--- src/shared/tcp_pkg.sv ---
package tcp_pkg;
  localparam logic [11:0] PTR_LO_OFF  = 12'h000;
  localparam logic [11:0] PTR_HI_OFF  = 12'h004;
  localparam logic [11:0] MASK_OFF    = 12'h008;
  localparam int BASE_W   = 41;
  localparam int FPP_W    = 19;
  localparam int MASK_W   = 12;
  localparam int FPP_LSB  = 4;
  localparam int BASE_LSB = 23;
  localparam int MASK_LSB = 13;
  localparam int VA_LSB   = 13;
  localparam logic [BASE_W-1:0] BASE_RST = 41'h0;
  localparam logic [FPP_W-1:0]  FPP_RST  = 19'h0;
  localparam logic [MASK_W-1:0] MASK_RST = 12'h000;

  typedef struct packed {
    logic        valid;
    logic [31:0] vaddr;
  } tcp_fault_t;

  typedef struct packed {
    logic              valid;
    logic [MASK_W-1:0] mask;
  } tcp_mask_xfer_t;

  typedef struct packed {
    logic              valid;
    logic [31:0]       vaddr;
    logic [FPP_W-1:0]  entry_vpn2;
    logic [MASK_W-1:0] entry_mask;
  } tcp_match_req_t;

  typedef struct packed {
    logic valid;
    logic hit;
  } tcp_match_rsp_t;

  typedef struct packed {
    logic [BASE_W-1:0] base;
    logic [FPP_W-1:0]  fpp;
    logic [MASK_W-1:0] mask;
    logic [31:0]       prdata;
    logic              pready;
    logic              pslverr;
    tcp_mask_xfer_t    wr_out;
    tcp_match_rsp_t    match;
  } tcp_state_t;
endpackage : tcp_pkg

--- src/core/tcp_regs.sv ---
`timescale 1ns/1ps
// Overview of operation
// - on a translation fault, capture virtual address bits 31:13 into the pair field
// - address bit 12 is never captured; one entry maps an even/odd pair
// - software base in the upper field is kept across fault captures
// - with 4K pages the pointer directly addresses a pair of 8-byte entries
// - reserved pointer bits read zero; software writes zeros there
// - the page-size mask register is software readable and writable
// - TLB read loads the mask register; TLB write copies it to the entry
// - stored mask bits select which address bits 24:13 join the tag compare
// - mask field sits in bits 24:13; bits 31:25 and 12:0 read zero
// - pointer is 64 bits: 41-bit base, 19-bit pair field, 4 zero bits
// - the pair field is written only by hardware on a translation fault
module tcp_regs (
  input  wire logic                  pclk,
  input  wire logic                  presetn,
  input  wire logic [11:0]           paddr,
  input  wire logic                  psel,
  input  wire logic                  penable,
  input  wire logic                  pwrite,
  input  wire logic [31:0]           pwdata,
  input  wire logic [3:0]            pstrb,
  output logic      [31:0]           prdata,
  output logic                       pready,
  output logic                       pslverr,
  input  wire tcp_pkg::tcp_fault_t     fault,
  input  wire tcp_pkg::tcp_mask_xfer_t tlb_rd,
  input  wire logic                  tlb_wr_req,
  output tcp_pkg::tcp_mask_xfer_t    tlb_wr,
  input  wire tcp_pkg::tcp_match_req_t match_req,
  output tcp_pkg::tcp_match_rsp_t    match_rsp,
  output logic      [63:0]           ptr_out
);
  import tcp_pkg::*;

  tcp_state_t r;
  tcp_state_t next_r;

  function automatic logic [31:0] merge_strb(input logic [31:0] old_v,
                                             input logic [31:0] new_v,
                                             input logic [3:0]  strb);
    logic [31:0] res;
    res = old_v;
    for (int i = 0; i < 4; i++) begin
      if (strb[i]) begin
        res[8*i +: 8] = new_v[8*i +: 8];
      end
    end
    return res;
  endfunction : merge_strb

  // bits 31:25 always compared; 24:13 dropped where mask is one
  function automatic logic vpn_hit(input logic [31:0]       va,
                                   input logic [FPP_W-1:0]  vpn2,
                                   input logic [MASK_W-1:0] msk);
    logic [FPP_W-1:0] care;
    care = {7'h7f, ~msk};
    return ((va[31:VA_LSB] ^ vpn2) & care) == 19'h0;
  endfunction : vpn_hit

  // reserved bits come out as zero by construction
  function automatic logic [31:0] ptr_lo_word(input logic [BASE_W-1:0] b,
                                              input logic [FPP_W-1:0]  f);
    return {b[8:0], f, 4'h0};
  endfunction : ptr_lo_word

  function automatic logic [31:0] mask_word(input logic [MASK_W-1:0] m);
    return {7'h00, m, 13'h0000};
  endfunction : mask_word

  logic        wr_hit;
  logic        setup;
  logic        mapped;
  logic [31:0] lo_new;
  logic [31:0] hi_new;
  logic [31:0] mk_new;

  always_comb begin
    next_r = r;
    setup  = psel && !penable;
    wr_hit = psel && penable && r.pready && pwrite && !r.pslverr;
    mapped = (paddr == PTR_LO_OFF) || (paddr == PTR_HI_OFF) || (paddr == MASK_OFF);
    lo_new = merge_strb(ptr_lo_word(r.base, r.fpp), pwdata, pstrb);
    hi_new = merge_strb(r.base[40:9], pwdata, pstrb);
    mk_new = merge_strb(mask_word(r.mask), pwdata, pstrb);

    // zero-wait-state slave: answer registered in setup, shown in access
    next_r.pready  = setup;
    next_r.pslverr = setup && !mapped;
    if (setup && !pwrite) begin
      unique case (paddr)
        PTR_LO_OFF: next_r.prdata = ptr_lo_word(r.base, r.fpp);
        PTR_HI_OFF: next_r.prdata = r.base[40:9];
        MASK_OFF:   next_r.prdata = mask_word(r.mask);
        default:    next_r.prdata = 32'h0000_0000;
      endcase
    end

    // software touches only the base; the pair field ignores writes
    if (wr_hit && paddr == PTR_LO_OFF) begin
      next_r.base[8:0] = lo_new[31:BASE_LSB];
    end
    if (wr_hit && paddr == PTR_HI_OFF) begin
      next_r.base[40:9] = hi_new;
    end
    // reserved write bits are dropped, so they can never read back
    if (wr_hit && paddr == MASK_OFF) begin
      next_r.mask = mk_new[24:MASK_LSB];
    end

    if (fault.valid) begin
      next_r.fpp = fault.vaddr[31:VA_LSB];
    end

    // a TLB read beats a same-cycle software write of the mask
    if (tlb_rd.valid) begin
      next_r.mask = tlb_rd.mask;
    end

    next_r.wr_out.valid = tlb_wr_req;
    if (tlb_wr_req) begin
      next_r.wr_out.mask = r.mask;
    end

    next_r.match.valid = match_req.valid;
    if (match_req.valid) begin
      next_r.match.hit = vpn_hit(match_req.vaddr, match_req.entry_vpn2,
                                 match_req.entry_mask);
    end
  end

  always_ff @(posedge pclk or negedge presetn) begin
    if (!presetn) begin
      r <= '{base: BASE_RST, fpp: FPP_RST, mask: MASK_RST,
             prdata: 32'h0000_0000, pready: 1'b0, pslverr: 1'b0,
             wr_out: '{valid: 1'b0, mask: MASK_RST},
             match: '{valid: 1'b0, hit: 1'b0}};
    end else begin
      r <= next_r;
    end
  end

  assign prdata    = r.prdata;
  assign pready    = r.pready;
  assign pslverr   = r.pslverr;
  assign tlb_wr    = r.wr_out;
  assign match_rsp = r.match;
  assign ptr_out   = {r.base, r.fpp, 4'h0};
endmodule : tcp_regs

--- config.mk ---
export PLATFORM = sky130hd
export DESIGN_NAME = tcp_regs
export DESIGN_NICKNAME = d
export VERILOG_FILES = /design/src/shared/tcp_pkg.sv /design/src/core/tcp_regs.sv
export SDC_FILE = /design/constraint.sdc
export NUM_CORES = 1
export LEC_CHECK = 0
export ABC_AREA = 1
export CAP_MARGIN = 5
export CORE_UTILIZATION = 50
export CTS_BUF_LIST = sky130_fd_sc_hd__clkbuf_16
export DETAILED_ROUTE_END_ITERATION = 6
export DONT_BUFFER_PORTS = 1
export GPL_TIMING_DRIVEN = 0
export SYNTH_ARGS = -nofsm -noshare
export SYNTH_HDL_FRONTEND = slang
export SYNTH_SLANG_ARGS = --single-unit
--- constraint.sdc ---
create_clock -name pclk -period 1.5 [get_ports pclk]
set_input_delay 0.15 -clock pclk [delete_from_list [all_inputs] [get_ports pclk]]
set_output_delay 0.15 -clock pclk [all_outputs]
set_load 0.02 [all_outputs]
==> metrics.yaml <==
status:
  status: "complete, but fails checks"
  violations: "hold timing"
route:
  dr.pass1.iters: 5
  vias: 5884
  wirelength_mm: 18.60
  wl_per_cell_um: 16.46
  ant_nets: 0
  viasPerCell: 5.207
  initialDrtViolationCount: 564
  drc: 0
global_route:
  grt_pass1_vias: 6037
  grt_max_degree: 122
  grt_overflow: 0
  grtUsageTotal_pct: 28.05
  antenna_found_initial: 0
  grt_pass1_wl_mm: 29.99
sta:
  worstMarginPinSlew_ns: 0.6639
  final.setup.tns_ns: 0
  max_slew_margin_pct: 55.74
  period_share_pct: 99.57
  slew_viol_final: 0
  hold_violations: 121
  finClkSkew_ns: 0.008143
  rsz0062_at_grt: "true"
  period_needed_ns: 1.494
  fmax_ghz: 0.6695
  fin_ws_ns: 0.006382
  hold_slack_ns: -0.5665
  setup_violations: 0
synthesis:
  synth-seq-cells: 121
  synth_top_family_by_area: "simple AND/OR/NAND/NOR gates"
  synth_top_area_share_pct: 45.37
  synth.avg_cell_area_um2: 7.870
  ys_top_cells_by_area: "dfrtp_1, nand2_1, buf_4"
  ys_warn_count: 0
  synth_fa_ha_area_share_pct: 0
  ys_types: 25
  synthXorXnorAreaFrac_pct: 0
  synth-seq-area-share_pct: 45.37
  synth_compound_area_share_pct: 3.037
  synth.area.mux_share_pct: 3.712
  synth.largest_area_cell: "dfrtp_1"
  yosys.area_share.simple_pct: 29.77
  netlist_area_mm2: 0.006674
  syn_inst: 848
power:
  vdd_drop_max_uv: 753.9
  finalPower_uw: 8317
  power.leakage_uw: 0.004514
  clkPwrFrac_pct: 47.2
  comb_power_share_pct: 10.5
  intPower_uw: 6360
  p_seq_share_pct: 42.3
  p_sw_share_pct: 23.53
  p_per_area_mw_per_mm2: 994.2
  p_sw_uw: 1957
setup_path:
  critPathRequiredTime_ns: 1.84
  crit_arrival_ns: 1.84
  r2r-start: "pslverr"
  crit_slowest_cell: "dfrtp_2"
  slowest_delay_ns: 0.45
  crit_start: "pslverr"
  crit_type: "register to register"
  path_cells: "inv_2 > nand2_2 > nor2_4 > inv_2 > nor2_8 > buf_12 > buf_8 > nand3_1 > nand2_1"
  cp_top_family: "simple AND/OR/NAND/NOR gates"
  end_kind: "register"
  path_max_fanout: 10
  crit_top_cell: "inv_2"
  startpoint_type: "register"
  worst-path-buf-inv: 4
clock_tree:
  cts_tree: "done"
  insertion_delay_ns: 0.42
  cts.reportedPaths.clkPinSlew_ns: 0.05
  clockBufferDepth: 2
  h-tree-depth: 4
  cts_sinks: 121
  ctsHoldBuffers: 66
  cts-root-buf: "clkbuf_16"
  cts-buffers-inserted: 17
hold_path:
  hp-class: "input port to asynchronous set/reset pin"
finish:
  seqCellArea_mm2: 0.003030
  final_cell_mix: "nand2_1, nand3_1, dfrtp_1, buf_4, dlygate4sd3_1"
  nNetsFinal: 1111
  diodes: 0
  multiInputGateArea_mm2: 0.002567
  area_growth_syn_to_layout_pct: 25.35
  fin_area_mm2: 0.008366
  num-fill-cells: 1099
  drive_above_1_share_pct: 22.34
  layout_commonest_cell: "nand2_1"
placed_design:
  hpwlAfterDp_mm: 13.54
  routabilityCongestion: 0.9187
  place_area_mm2: 0.006900
  numPortBuffers: 0
  post-place-ws_ns: -0.2978
floorplanning:
  fp.dieArea_mm2: 0.01381
  coreArea_mm2: 0.01282
  fp.dieH_um: 117.5
  start_util_pct: 52.04
  dieWidth_um: 117.5
  row_count: 41
  io_pins: 277
flow_run:
  max_cap_violations: 0
## worst register-to-register path, stage by stage, from the launching register on
cell and delay [ns]:
dfrtp_2 0.45, inv_2 0.07, nand2_2 0.05, nor2_4 0.19, inv_2 0.09, nor2_8 0.13, buf_12 0.14, buf_8 0.13
nand3_1 0.08, nand2_1 0.10
## routing by layer
metal	vias to the layer above	global-route usage [%]	part of all wire [%]
met4	0	10.26	1.8
met3	33	7.074	6.6
met2	245	47.86	51
li1	2776	-	-
met5	-	0	0
met1	2830	34.29	41
## stage by stage
| stage | util (%) | instances |
|---|---|---|
| global placement | 53.80 | 1023 |
| global route | 65.23 | 1130 |
| detailed placement | 53.80 | 1023 |
| finish | 65.23 | 1130 |
| floorplan | - | 851 |
| CTS | 64.28 | 1126 |
## cell usage after synthesis
cell / n
buf_2: 6
nor2_4: 2
nand4_1: 2
o21bai_1: 1
nand4_2: 1
conb_1: 1
o21ai_0: 39
clkinv_1: 1
inv_1: 58
buf_6: 3
clkbuf_1: 18
nor2_2: 3
nor2_8: 1
nand3b_1: 6
nand2_2: 5
mux2_2: 22
nor2_1: 28
nand2_1: 292
dfrtp_1: 121
nand3_2: 1
nand3_1: 120
or2_2: 1
buf_4: 112
and3_1: 1
buf_1: 3
## cell type report
| type | count | share of cell area (%) |
|---|---|---|
| clock buffers | 17 | 5.085 |
| multi-input cells | 530 | 30.69 |
| well taps | 172 | 2.573 |
| clock inverters | 13 | 1.660 |
| flip-flops and latches | 121 | 36.23 |
| plain buffers | 141 | 11.76 |
| inverters | 59 | 2.647 |
| repair buffers | 77 | 9.363 |
## sequential cells by signal, indices dropped and copies added, names as in the netlist
| register | count |
|---|---|
| ptr_out | 60 |
| prdata | 32 |
| tlb_wr | 13 |
| r | 12 |
| match_rsp | 2 |
| pready | 1 |
| pslverr | 1 |
## kinds of logic after synthesis
kind of cell	after synthesis
buf+inv	201
other cells	1
simple gates	463
flops	121
mux	22
compound gates	40
## worst paths after layout
check                              end  slack (ns)  cells after the start
max                        ptr_out[34]       0.006                      9
min in group pclk                r[50]        0.02                      4
max in group asynchronous  ptr_out[15]        1.79                      0
min reg2reg                  prdata[4]        0.48                      2
max reg2reg                ptr_out[34]       0.006                      9
min                          prdata[6]       -0.57                      0
## what timing repair did
item	CTS	global route
gates cloned	1	1
pin swaps	3	4
setup endpoints to repair	48	46
endpoints found under the hold margin	199	121
gates resized for setup	9	29
buffers inserted	6	4
## power by group through the flow
stage / combinational, uW / clock (uW) / sequential [uW]
after global placement: 679 / 0 / 3560
after global routing: 951 / 4110 / 3530
after CTS: 851 / 3990 / 3520
final: 872 / 3930 / 3520
after detailed placement: 691 / 0 / 3570
after floorplan: 604 / 0 / 3520
Note: power is estimated with default switching activity, not from simulation.
